==> config.mk <==
export PLATFORM = sky130hd
export DESIGN_NAME = dgp_gpio_top
export DESIGN_NICKNAME = d
export VERILOG_FILES = /design/src/common/dgp_pkg.sv /design/src/design/dgp_sync2.sv /design/src/design/dgp_pin_drive.sv /design/src/design/dgp_gpio_top.sv
export SDC_FILE = /design/constraint.sdc
export NUM_CORES = 1
export LEC_CHECK = 0
export ABC_AREA = 1
export BUFFER_PORTS_ARGS = -buffer_cell sky130_fd_sc_hd__buf_4
export CORE_ASPECT_RATIO = 1.5
export CORE_UTILIZATION = 34
export CTS_CLUSTER_SIZE = 8
export DETAILED_ROUTE_END_ITERATION = 8
export GPL_ROUTABILITY_DRIVEN = 0
export GPL_TIMING_DRIVEN = 0
export PLACE_DENSITY = 0.58
export SYNTH_ARGS = -nofsm -noshare
export SYNTH_HDL_FRONTEND = slang
export SYNTH_SLANG_ARGS = --single-unit
==> constraint.sdc <==
create_clock -name sys_clk -period 5 [get_ports sys_clk]
set_input_delay 0.5 -clock sys_clk [delete_from_list [all_inputs] [get_ports sys_clk]]
set_output_delay 0.5 -clock sys_clk [all_outputs]
set_load 0.1 [all_outputs]
==> src/common/dgp_pkg.sv <==
// ============
// Shared constants for the dual GPIO port block
// ============
package dgp_pkg;

    // ============
    // Widths
    // ============
    localparam int DGP_AW = 8;            // Register address width
    localparam int DGP_DW = 8;            // Register data width
    localparam int DGP_PA_W = 5;          // First port pin count
    localparam int DGP_PB_W = 8;          // Second port pin count
    localparam int DGP_CHG_W = 4;         // Change-detect pin count
    localparam int DGP_CHG_LSB = 4;       // Lowest change-detect pin

    // ============
    // Register offsets
    // ============
    localparam logic [7:0] OFS_PA_DATA = 8'h05;
    localparam logic [7:0] OFS_PB_DATA = 8'h06;
    localparam logic [7:0] OFS_INTERRUPT_CONTROL_REG = 8'h0b;
    localparam logic [7:0] OFS_CMP_CTRL = 8'h1f;
    localparam logic [7:0] OFS_OPTION = 8'h81;
    localparam logic [7:0] OFS_PA_DIR = 8'h85;
    localparam logic [7:0] OFS_PB_DIR = 8'h86;
    localparam logic [7:0] OFS_VREF_CTRL = 8'h9f;

    // ============
    // Reset values
    // ============
    localparam logic [7:0] RST_PA_DATA = 8'h00;
    localparam logic [7:0] RST_PB_DATA = 8'h00;
    localparam logic [7:0] RST_INTERRUPT_CONTROL_REG = 8'h00;
    localparam logic [7:0] RST_CMP_CTRL = 8'h00;
    localparam logic [7:0] RST_OPTION = 8'hff;
    localparam logic [7:0] RST_PA_DIR = 8'h1f;
    localparam logic [7:0] RST_PB_DIR = 8'hff;
    localparam logic [7:0] RST_VREF_CTRL = 8'h00;

    // ============
    // Field positions and writable masks
    // ============
    localparam int BIT_PULLUP_N = 7;      // Option: pull-up enable, low
    localparam int BIT_CHG_FLAG = 0;      // Interrupt control: change
    localparam int BIT_C2OUT = 7;         // Comparator 2 output status
    localparam int BIT_C1OUT = 6;         // Comparator 1 output status
    localparam int BIT_VREN = 7;          // Reference enable
    localparam int BIT_VROE = 6;          // Reference output enable
    localparam int BIT_PA_VREF = 2;       // Pin carrying the reference
    localparam int BIT_PA_TCK = 4;        // Pin shared with timer clock
    localparam logic [7:0] MASK_CMP_WR = 8'h0f;
    localparam logic [7:0] MASK_VREF_WR = 8'hef;
    localparam logic [7:0] MASK_PA = 8'h1f;

    // ============
    // Comparator modes that touch the pins
    // ============
    localparam logic [2:0] CM_OFF = 3'h7;     // All pins digital
    localparam logic [2:0] CM_OUTPUTS = 3'h6; // Outputs on bits 3, 4
    localparam logic [4:0] AMASK_OFF = 5'h00;
    localparam logic [4:0] AMASK_OUT = 5'h07;
    localparam logic [4:0] AMASK_ALL = 5'h0f;
    localparam logic [4:0] PA_OD_MASK = 5'h10; // Bit 4 is open drain
    localparam logic [4:0] PA_CMP_OUT_PINS = 5'h18;

endpackage

==> src/design/dgp_sync2.sv <==
`timescale 1ns/100ps
// ============================================================
// Two flip-flop synchroniser for a bus of pin levels
// ============================================================
module dgp_sync2 #(
    parameter int W = 8
) (
    input wire logic sys_clk,
    input wire logic sys_rst,
    input wire logic [W-1:0] async_in,
    output logic [W-1:0] sync_out
);
    // First stage, read only by the second stage
    logic [W-1:0] meta;

    // ========================================================
    // Both stages clear on reset to a known level
    // ========================================================
    always_ff @(posedge sys_clk or posedge sys_rst) begin
        if (sys_rst) begin
            meta <= '0;
            sync_out <= '0;
        end else begin
            meta <= async_in;
            sync_out <= meta;
        end
    end
endmodule // dgp_sync2

==> src/design/dgp_pin_drive.sv <==
`timescale 1ns/100ps
// ============================================================
// Registered pin driver for one port
// ============================================================
module dgp_pin_drive #(
    parameter int W = 8,
    parameter logic [W-1:0] OD_MASK = '0
) (
    input wire logic sys_clk,
    input wire logic sys_rst,
    input wire logic [W-1:0] latch,
    input wire logic [W-1:0] dir,
    input wire logic [W-1:0] alt_en,
    input wire logic [W-1:0] alt_val,
    output logic [W-1:0] pin_out,
    output logic [W-1:0] pin_oe_n
);
    // Value offered to the pin, latch or alternate function
    logic [W-1:0] value;
    // Next pin value and next enable
    logic [W-1:0] next_out;
    logic [W-1:0] next_oe_n;

    // Alternate function replaces the latch, direction still rules
    assign value = (alt_en & alt_val) | (~alt_en & latch);
    // Open-drain bits only ever pull low
    assign next_out = value & ~OD_MASK;
    // Direction 1 floats the driver, 0 drives the chosen value
    assign next_oe_n = dir | (OD_MASK & value);

    // ========================================================
    // Outputs from flip-flops; reset floats every pin
    // ========================================================
    always_ff @(posedge sys_clk or posedge sys_rst) begin
        if (sys_rst) begin
            pin_out <= '0;
            pin_oe_n <= '1;
        end else begin
            pin_out <= next_out;
            pin_oe_n <= next_oe_n;
        end
    end
endmodule // dgp_pin_drive

==> src/design/dgp_gpio_top.sv <==
`timescale 1ns/100ps
// Notes on behaviour
// - First port latch is five bits
// - First port bit4 open drain, others push-pull
// - First port bit4 feeds timer clock
// - Direction 1 floats pin, 0 drives latch
// - Data read gives pins, write sets latch
// - Writes act as read-modify-write
// - Comparator input pins read as zero
// - Reset: first port inputs, analog, grounded
// - Direction still drives comparator pins
// - Comparator outputs reach bits 3, 4
// - Unimplemented bits read as zero
// - Enabled peripheral takes pin from GPIO
// - Second port eight bits with direction
// - Active-low option bit enables pull-ups
// - Output pins lose their pull-up
// - Pull-ups off after power-on reset
// - Only upper input pins detect changes
// - Mismatches ORed into change flag
// - Persisting mismatch keeps setting flag
// - Change can wake from sleep
module dgp_gpio_top
    import dgp_pkg::*;
(
    input wire logic sys_clk,
    input wire logic sys_rst,
    // Register port
    input wire logic [dgp_pkg::DGP_AW-1:0] reg_addr,
    input wire logic [dgp_pkg::DGP_DW-1:0] reg_wdata,
    input wire logic reg_wr,
    input wire logic reg_rd,
    output logic [dgp_pkg::DGP_DW-1:0] reg_rdata,
    // First port pins
    input wire logic [dgp_pkg::DGP_PA_W-1:0] first_port_pin_in,
    output logic [dgp_pkg::DGP_PA_W-1:0] first_port_pin_out,
    output logic [dgp_pkg::DGP_PA_W-1:0] first_port_pin_oe_n,
    // Second port pins
    input wire logic [dgp_pkg::DGP_PB_W-1:0] second_port_pin_in,
    output logic [dgp_pkg::DGP_PB_W-1:0] second_port_pin_out,
    output logic [dgp_pkg::DGP_PB_W-1:0] second_port_pin_oe_n,
    output logic [dgp_pkg::DGP_PB_W-1:0] second_port_pullup_en,
    // Comparator and reference hookup
    input wire logic [1:0] comparator_out,
    output logic [dgp_pkg::DGP_PA_W-1:0] comparator_analog_sel,
    output logic comparator_inputs_grounded,
    output logic vref_on_pin,
    // Timer and wake
    output logic timer_external_clock_in,
    output logic change_interrupt_flag,
    output logic wake_request
);
    import dgp_pkg::*;

    // ============
    // Helper functions
    // ============

    // Pins given to the comparator for each mode
    function automatic logic [4:0] analog_mask(input logic [2:0] cm);
        logic [4:0] m;
        m = AMASK_ALL;
        if (cm == CM_OFF) begin
            m = AMASK_OFF;
        end else if (cm == CM_OUTPUTS) begin
            m = AMASK_OUT;
        end
        return m;
    endfunction

    // Address compare shared by the read and write decoders
    function automatic logic hit(input logic [7:0] a,
                                 input logic [7:0] ofs);
        return a == ofs;
    endfunction

    // ============
    // Registers held by software
    // ============
    logic [DGP_PA_W-1:0] pa_latch;       // First port output latch
    logic [DGP_PA_W-1:0] pa_dir;         // First port direction
    logic [DGP_PB_W-1:0] pb_latch;       // Second port output latch
    logic [DGP_PB_W-1:0] pb_dir;         // Second port direction
    logic [7:0] cmp_ctrl;                // Comparator control
    logic [7:0] vref_ctrl;               // Reference control
    logic [7:0] option_reg;              // Option register
    logic [7:0] interrupt_control_reg;                  // Interrupt control
    logic [DGP_CHG_W-1:0] chg_ref;       // Change-detect reference

    // ============
    // Synchronised pins
    // ============
    logic [DGP_PA_W-1:0] pa_sync;        // First port pin levels
    logic [DGP_PB_W-1:0] pb_sync;        // Second port pin levels

    // Pins cross into the core clock before anything looks at them
    dgp_sync2 #(.W(DGP_PA_W)) u_sync_pa (
        .sys_clk(sys_clk),
        .sys_rst(sys_rst),
        .async_in(first_port_pin_in),
        .sync_out(pa_sync)
    );

    dgp_sync2 #(.W(DGP_PB_W)) u_sync_pb (
        .sys_clk(sys_clk),
        .sys_rst(sys_rst),
        .async_in(second_port_pin_in),
        .sync_out(pb_sync)
    );

    // ============
    // Address decode
    // ============
    wire sel_pa = hit(reg_addr, OFS_PA_DATA);
    wire sel_pb = hit(reg_addr, OFS_PB_DATA);
    wire sel_ic = hit(reg_addr, OFS_INTERRUPT_CONTROL_REG);
    wire sel_cm = hit(reg_addr, OFS_CMP_CTRL);
    wire sel_op = hit(reg_addr, OFS_OPTION);
    wire sel_pad = hit(reg_addr, OFS_PA_DIR);
    wire sel_pbd = hit(reg_addr, OFS_PB_DIR);
    wire sel_vr = hit(reg_addr, OFS_VREF_CTRL);

    wire wr_pa = reg_wr & sel_pa;
    wire wr_pb = reg_wr & sel_pb;
    wire wr_ic = reg_wr & sel_ic;
    wire wr_cm = reg_wr & sel_cm;
    wire wr_op = reg_wr & sel_op;
    wire wr_pad = reg_wr & sel_pad;
    wire wr_pbd = reg_wr & sel_pbd;
    wire wr_vr = reg_wr & sel_vr;

    // A write to the second port also reads it first, so both
    // accesses refresh the change reference
    wire pb_access = (reg_rd | reg_wr) & sel_pb;

    // ============
    // Pin sharing on the first port
    // ============
    wire [4:0] amask = analog_mask(cmp_ctrl[2:0]);
    // Reference output takes bit2 when enabled and routed out
    wire vref_live = vref_ctrl[BIT_VREN] & vref_ctrl[BIT_VROE];
    wire [4:0] vref_mask = {2'b00, vref_live, 2'b00};
    // Pins no longer usable as general inputs
    wire [4:0] pa_taken = amask | vref_mask;
    // Comparator outputs replace the latch on bits 3 and 4
    wire cmp_out_mode = (cmp_ctrl[2:0] == CM_OUTPUTS);
    wire [4:0] pa_alt_en = cmp_out_mode ? PA_CMP_OUT_PINS : 5'h00;
    wire [4:0] pa_alt_val = {comparator_out, 3'b000};

    // Taken pins read as zero, unimplemented upper bits too
    wire [7:0] pa_read = {3'b000, pa_sync & ~pa_taken};

    // ============
    // Change detection on the upper second-port pins
    // ============
    wire [3:0] chg_pins = pb_sync[DGP_CHG_LSB +: DGP_CHG_W];
    // Direction 1 means input; outputs are left out
    wire [3:0] chg_part = pb_dir[DGP_CHG_LSB +: DGP_CHG_W];
    wire [3:0] chg_diff = (chg_pins ^ chg_ref) & chg_part;
    // Any single mismatch raises the flag
    wire mismatch = |chg_diff;

    // Mismatch only counts against the reference in force; on the
    // access cycle the reference is replaced, so the flag is not
    // re-armed by a stale comparison then
    wire chg_set = mismatch & ~pb_access;

    // ============
    // Read mux, unmapped offsets read as zero
    // ============
    logic [7:0] next_rdata;
    assign next_rdata =
        sel_pa ? pa_read :
        sel_pb ? pb_sync :
        sel_ic ? interrupt_control_reg :
        sel_cm ? {comparator_out[1], comparator_out[0],
                  2'b00, cmp_ctrl[3:0]} :
        sel_op ? option_reg :
        sel_pad ? {3'b000, pa_dir} :
        sel_pbd ? pb_dir :
        sel_vr ? (vref_ctrl & MASK_VREF_WR) :
        8'h00;

    // ============
    // Interrupt control next value; set beats clear
    // ============
    logic [7:0] next_interrupt_control_reg;
    always_comb begin
        next_interrupt_control_reg = interrupt_control_reg;
        if (wr_ic) begin
            next_interrupt_control_reg = reg_wdata;
        end
        if (chg_set) begin
            // Hardware set wins over a software clear
            next_interrupt_control_reg[BIT_CHG_FLAG] = 1'b1;
        end
    end

    // ============
    // Read data, registered one cycle after the strobe
    // ============
    always_ff @(posedge sys_clk or posedge sys_rst) begin
        if (sys_rst) begin
            reg_rdata <= 8'h00;
        end else if (reg_rd) begin
            reg_rdata <= next_rdata;
        end else begin
            // Data stand only in the cycle after the read
            reg_rdata <= 8'h00;
        end
    end

    // ============
    // First port registers
    // ============
    always_ff @(posedge sys_clk or posedge sys_rst) begin
        if (sys_rst) begin
            pa_latch <= RST_PA_DATA[4:0];
            pa_dir <= RST_PA_DIR[4:0];
        end else begin
            if (wr_pa) begin
                // Software sampled, modified, now stores the latch
                pa_latch <= reg_wdata[4:0];
            end
            if (wr_pad) begin
                pa_dir <= reg_wdata[4:0];
            end
        end
    end

    // ============
    // Second port registers
    // ============
    always_ff @(posedge sys_clk or posedge sys_rst) begin
        if (sys_rst) begin
            pb_latch <= RST_PB_DATA;
            pb_dir <= RST_PB_DIR;
        end else begin
            if (wr_pb) begin
                pb_latch <= reg_wdata;
            end
            if (wr_pbd) begin
                pb_dir <= reg_wdata;
            end
        end
    end

    // ============
    // Control registers
    // ============
    always_ff @(posedge sys_clk or posedge sys_rst) begin
        if (sys_rst) begin
            cmp_ctrl <= RST_CMP_CTRL;
            vref_ctrl <= RST_VREF_CTRL;
            option_reg <= RST_OPTION;
            interrupt_control_reg <= RST_INTERRUPT_CONTROL_REG;
        end else begin
            if (wr_cm) begin
                // Output status bits are live, not stored
                cmp_ctrl <= reg_wdata & MASK_CMP_WR;
            end
            if (wr_vr) begin
                vref_ctrl <= reg_wdata & MASK_VREF_WR;
            end
            if (wr_op) begin
                option_reg <= reg_wdata;
            end
            interrupt_control_reg <= next_interrupt_control_reg;
        end
    end

    // ============
    // Change reference, reloaded by each second-port access
    // ============
    always_ff @(posedge sys_clk or posedge sys_rst) begin
        if (sys_rst) begin
            chg_ref <= '0;
        end else if (pb_access) begin
            chg_ref <= chg_pins;
        end
    end

    // ============
    // Pin drivers, outputs registered inside
    // ============
    // Direction keeps control even of comparator and reference
    // pins; software must leave those as inputs
    dgp_pin_drive #(.W(DGP_PA_W), .OD_MASK(PA_OD_MASK)) u_drv_pa (
        .sys_clk(sys_clk),
        .sys_rst(sys_rst),
        .latch(pa_latch),
        .dir(pa_dir),
        .alt_en(pa_alt_en),
        .alt_val(pa_alt_val),
        .pin_out(first_port_pin_out),
        .pin_oe_n(first_port_pin_oe_n)
    );

    dgp_pin_drive #(.W(DGP_PB_W), .OD_MASK(8'h00)) u_drv_pb (
        .sys_clk(sys_clk),
        .sys_rst(sys_rst),
        .latch(pb_latch),
        .dir(pb_dir),
        .alt_en(8'h00),
        .alt_val(8'h00),
        .pin_out(second_port_pin_out),
        .pin_oe_n(second_port_pin_oe_n)
    );

    // ============
    // Status and side outputs, all from flip-flops
    // ============
    // Pull-ups only where the option bit is low and pin is input
    wire [7:0] next_pullup = option_reg[BIT_PULLUP_N] ? 8'h00 : pb_dir;

    always_ff @(posedge sys_clk or posedge sys_rst) begin
        if (sys_rst) begin
            second_port_pullup_en <= 8'h00;
            comparator_analog_sel <= AMASK_ALL;
            comparator_inputs_grounded <= 1'b1;
            vref_on_pin <= 1'b0;
            timer_external_clock_in <= 1'b0;
            change_interrupt_flag <= 1'b0;
            wake_request <= 1'b0;
        end else begin
            second_port_pullup_en <= next_pullup;
            comparator_analog_sel <= amask;
            // Reset mode grounds the comparator inputs to save current
            comparator_inputs_grounded <= (cmp_ctrl[2:0] == RST_CMP_CTRL[2:0]);
            vref_on_pin <= vref_live;
            // Timer sees the synchronised bit4 pin level
            timer_external_clock_in <= pa_sync[BIT_PA_TCK];
            change_interrupt_flag <= next_interrupt_control_reg[BIT_CHG_FLAG];
            // Wake follows the flag so sleep ends on any change at an upper second-port input pin
            wake_request <= next_interrupt_control_reg[BIT_CHG_FLAG];
        end
    end

endmodule // dgp_gpio_top

* After elaboration in Yosys (flattened, before gate mapping)
Cells that the tools add are included.
** Operators by class
- Add/sub/neg operators :: 0
- Multipliers :: 0
- Divide/modulo/power cells :: 0
- Order comparisons :: 0
- Eq/ne operators :: 10
- Shifts and indexed selects :: 0
- Multiplexer cells :: 15
- Bitwise gates (word level) :: 23
- Reduce and logical (&&, ||, !) cells :: 3
** Operators with widths (count)
- two-way mux 8 bit :: 10
- == test 8 bit (second input constant) :: 4
- == test 8 x 3 -> 1 bit (second input constant) :: 2
- bitwise AND 5 bit :: 3
- bitwise AND 1 bit :: 11
- two-way mux 5 bit :: 2
- NOT 5 bit :: 2
- OR 5 bit :: 2
- == test 8 x 4 -> 1 bit (second input constant) :: 1
- == test 8 x 5 -> 1 bit (second input constant) :: 1
- == test 3 bit (second input constant) :: 2
- OR 5 x 3 -> 5 bit :: 1
- bitwise AND 4 bit :: 1
- two-way mux 4 bit :: 1
- OR reduction 4 bit :: 1
- XOR 4 bit :: 1
- logical NOT 3 bit :: 1
- two-way mux 1 bit :: 2
- nonzero test 2 bit :: 1
- NOT 1 bit :: 1
- OR 1 bit :: 1
** Storage, ports and cells
- Flip-flop bits (word level) :: 132
- Bits in latches :: 0
- Bits in writable memories :: 0
- ROM bits :: 0
- Logic and storage cells :: 75
- Memories kept :: 0

* Depth between registers and ports, before layout
- Word-level depth :: 10
- Depth in mapped cells :: 11
- Gate-level depth less buffers :: 11

* Hierarchy
Synthesis repeated with hierarchy kept, for this count alone.
** Unflattened totals
- Cell total of the unflattened synthesis :: 533
- Area total of the unflattened synthesis :: 5157.4 um^2
** Modules (own cells, without submodules)
- dgp_gpio_top :: instances 1, cells an instance 427, area an instance 3641.0 um^2, sequential area each 1981.9 um^2
- dgp_pin_drive (u_drv_pb) :: instances 1, cells an instance 49, area an instance 534.3 um^2, sequential area each 410.4 um^2
- dgp_sync2 (u_sync_pb) :: instances 1, cells an instance 17, area an instance 404.1 um^2, sequential area each 400.4 um^2
- dgp_pin_drive (u_drv_pa) :: instances 1, cells an instance 29, area an instance 324.1 um^2, sequential area each 231.5 um^2
- dgp_sync2 (u_sync_pa) :: instances 1, cells an instance 11, area an instance 254.0 um^2, sequential area each 250.2 um^2

* Worst setup path after synthesis
Ideal clock, no wire load.
- Kind :: register to output
- From :: reg wake_request
- To :: out wake_request
- Arrival :: 1.356 ns
- Data required time :: 4.500 ns
- Slack :: 3.144 ns
- Cell stages (with the launch flop) :: 2
- Buffers on the path :: 1
- Path through :: dfrtp_1 > buf_4
** RTL lines
- start: declaration :: RTL line dgp_gpio_top.sv:51 : output logic wake_request
- start signal: assignment :: RTL line dgp_gpio_top.sv:335 : wake_request <= next_interrupt_control_reg[BIT_CHG_FLAG];
No word-level cell between the ends.

==> flow_metrics.tcl <==
set metrics [dict create \
    status "finished, final reports clean" \
    cts_tree "done" \
    netlist_area_sq_um 5029 \
    fill_cells 1368 \
    grt.total_usage_pct 16.66 \
    initial_core_util_pct 34.62 \
    crit_path_start_kind "flop" \
    min_path_type "input port to async pin" \
    crit_fanout 3 \
    slew_headroom_pct 63.90 \
    grt_overflow 0 \
    die_h_um 150.9 \
    ys_seq_area_share_pct 65.12 \
    fin_nets 627 \
    cts_resized 0 \
    grt_pass1_wl_mm 18.79 \
    antenna_found_initial 0 \
    rows 54 \
    grt_max_degree 105 \
    critical_path.startpoint "comparator_analog_sel[0]$_DFF_PP1_" \
    die_w_um 101.3 \
    dp_hpwl_mm 8.218 \
    slew_viol_final 0 \
    total_power_mw 2.651 \
    holdBufCountCts 0 \
    finalSetupViolCount 0 \
    clock_path_buffers 2 \
    cts_root_buf "clkbuf_16" \
    post_cts_buffers 0 \
    drt_iter0_markers 180 \
    hold_slack_ns 0.04038 \
    worstSkewPairLatency_ns 0.41 \
    powerDensity_nw_per_um2 406.6 \
    drcViolationCount 0 \
    max-cap-violations 0 \
    grt_pass1_vias 3688 \
    max_freq_mhz 547.0 \
    wl_mm 11.58 \
    via_per_inst 4.524 \
    syn_area_per_cell_sq_um 10.30 \
    fin_crit_ns 1.828 \
    syn-instance-count 488 \
    ys_types 34 \
    wl_per_cell_um 14.45 \
    boundaryPins 87 \
    worstPathRequired_ns 4.50 \
    tightest_slew_ns 0.5415 \
    n_antenna_cell 0 \
    dr.pass1.iters 5 \
    area_growth_pct 29.66 \
    portBuffers 83 \
    ant_nets 0 \
    fin_skew_ns 0.008164 \
    critPathKind "flop to primary output" \
    power.leakage_nw 3.228 \
    drive_above_1_share_pct 32.23 \
    min_period_over_period_pct 36.56 \
    htree_levels 4 \
    vias 3624 \
    cts_buffers 17 \
    ys_ff_latch 129 \
    clk_pin_slew_ns 0.06 \
    vdd_drop_max_mv 0.2702 \
    core-area_sq_um 14530 \
    rsz0062_at_grt "false" \
    arrival_ns 1.33 \
    end_kind "primary output" \
    finalHoldViolCount 0 \
    clock-sinks 129 \
    r2r_start "option_reg[7]$_DFFE_PP1P_" \
    ys_warn_count 0 \
    dieArea_sq_um 15290 \
]
-- per-stage QoR --
step | setup TNS (ns) | area [sq um] | utilization [%] | setup WS (ns) | std cells
detailed placement | 0 | 5933 | 40.84 | 3.119 | 769
finish | 0 | 6520 | 44.88 | 3.172 | 801
floorplan | 0 | 5032 | - | 1.120 | 489
global placement | -14.48 | 5901 | 40.62 | -0.1707 | 768
global route | 0 | 6520 | 44.88 | 3.129 | 801
CTS | 0 | 6520 | 44.88 | 3.153 | 801
-- cell usage after synthesis --
master / n / area [sq um]
mux2_4: 3 / 45.04
and2_4: 2 / 17.52
nand3b_1: 1 / 7.510
inv_2: 2 / 7.510
nand2_1: 127 / 476.7
nor3_1: 3 / 15.01
inv_1: 58 / 217.7
nor2_8: 1 / 20.02
conb_1: 1 / 3.750
and3_1: 1 / 6.260
inv_4: 1 / 6.260
buf_4: 5 / 37.54
nand2_4: 4 / 45.04
clkbuf_1: 1 / 3.750
nor2_1: 30 / 112.6
nand4_1: 5 / 31.28
nand2_2: 4 / 25.02
nor2_2: 2 / 12.51
a21oi_1: 6 / 30.03
o21a_1: 6 / 45.04
o21ai_1: 1 / 5.000
dfrtp_1: 92 / 2302
o21ai_0: 50 / 250.2
o21ai_2: 8 / 70.07
nor3_2: 1 / 10.01
buf_2: 2 / 10.01
o21ai_4: 1 / 16.27
dfstp_2: 37 / 972.2
o22ai_1: 1 / 6.260
xnor2_1: 2 / 17.52
buf_6: 5 / 56.30
nor2_4: 3 / 33.78
o31ai_1: 1 / 7.510
nand3_1: 21 / 105.1
-- kinds of logic after synthesis --
logic type / after synthesis / share of synthesized area, %
mux: 3 / 0.8957
xor+xnor: 2 / 0.3484
buf+inv: 74 / 6.743
simple gates: 205 / 18.26
flops: 129 / 65.12
other cells: 1 / 0.07457
compound gates: 74 / 8.559
-- worst max-delay path, cell delays in order, from the launching register on --
cell and delay [ns]:
dfstp_2 0.55, buf_4 0.10, buf_4 0.27
-- cell usage in the layout (no fill, tap or decap), types with 2 or more instances in the layout --
cell type / n
a21oi_1: 6
o21ai_0: 50
xnor2_1: 2
inv_1: 57
bufinv_16: 2
nor2_4: 3
and2_4: 2
clkinvlp_4: 4
inv_2: 2
conb_1: 2
clkbuf_16: 17
clkinv_2: 2
nand2_1: 127
buf_2: 2
nand2_4: 4
nand2_2: 4
dfrtp_1: 92
buf_6: 5
o21ai_2: 8
clkbuf_8: 3
nand3_1: 21
clkbuf_1: 4
nor3_1: 3
mux2_4: 3
dfstp_2: 37
nand4_1: 5
o21a_1: 6
nor2_1: 30
buf_4: 88
nor2_2: 2
-- power breakdown --
| part | switching (mW) | internal, mW | total, mW |
|---|---|---|---|
| logic | 0.233 | 0.0720 | 0.305 |
| clock network | 0.437 | 0.772 | 1.21 |
| registers | 0.0288 | 1.11 | 1.14 |
| total | 0.699 | 1.95 | 2.65 |
-- final cells by class --
class                           count  area, sq um  share of cell area, %
Inverter                           61        236.5                  3.627
Buffer                             13        107.6                  1.650
Timing Repair Buffer               84        650.6                  9.979
Clock inverter                      9        108.9                  1.670
Clock buffer                       23        478.0                  7.331
Multi-Input combinational cell    286         1419                  21.76
Sequential cell                   129         3274                  50.22
Tap cell                          196        245.2                  3.761
-- final timing paths --
kind | slack (ns) | depth (start not counted) | end
hold / removal | 0.04 | 2 | u_drv_pb.pin_out[3]$_DFF_PP0_
max in group asynchronous | 4.17 | 3 | pb_dir[6]$_DFFE_PP1P_
min in group sys_clk | 0.20 | 1 | u_sync_pb.meta[1]$_DFF_PP0_
setup / recovery | 3.17 | 2 | comparator_analog_sel[1]
hold reg to reg | 0.34 | 0 | u_sync_pb.sync_out[6]$_DFF_PP0_
setup reg to reg | 3.37 | 6 | reg_rdata[7]$_DFF_PP0_
-- routing by layer --
layer  GRT usage, %  vias to the layer above  wire length, um
li1               -                     1736                -
met1          19.03                     1767             4735
met2          28.44                      100             6023
met3          4.199                       21              427
met4          8.913                        0              388
met5              0                        -                0
Note: power is estimated with default switching activity, not from simulation.
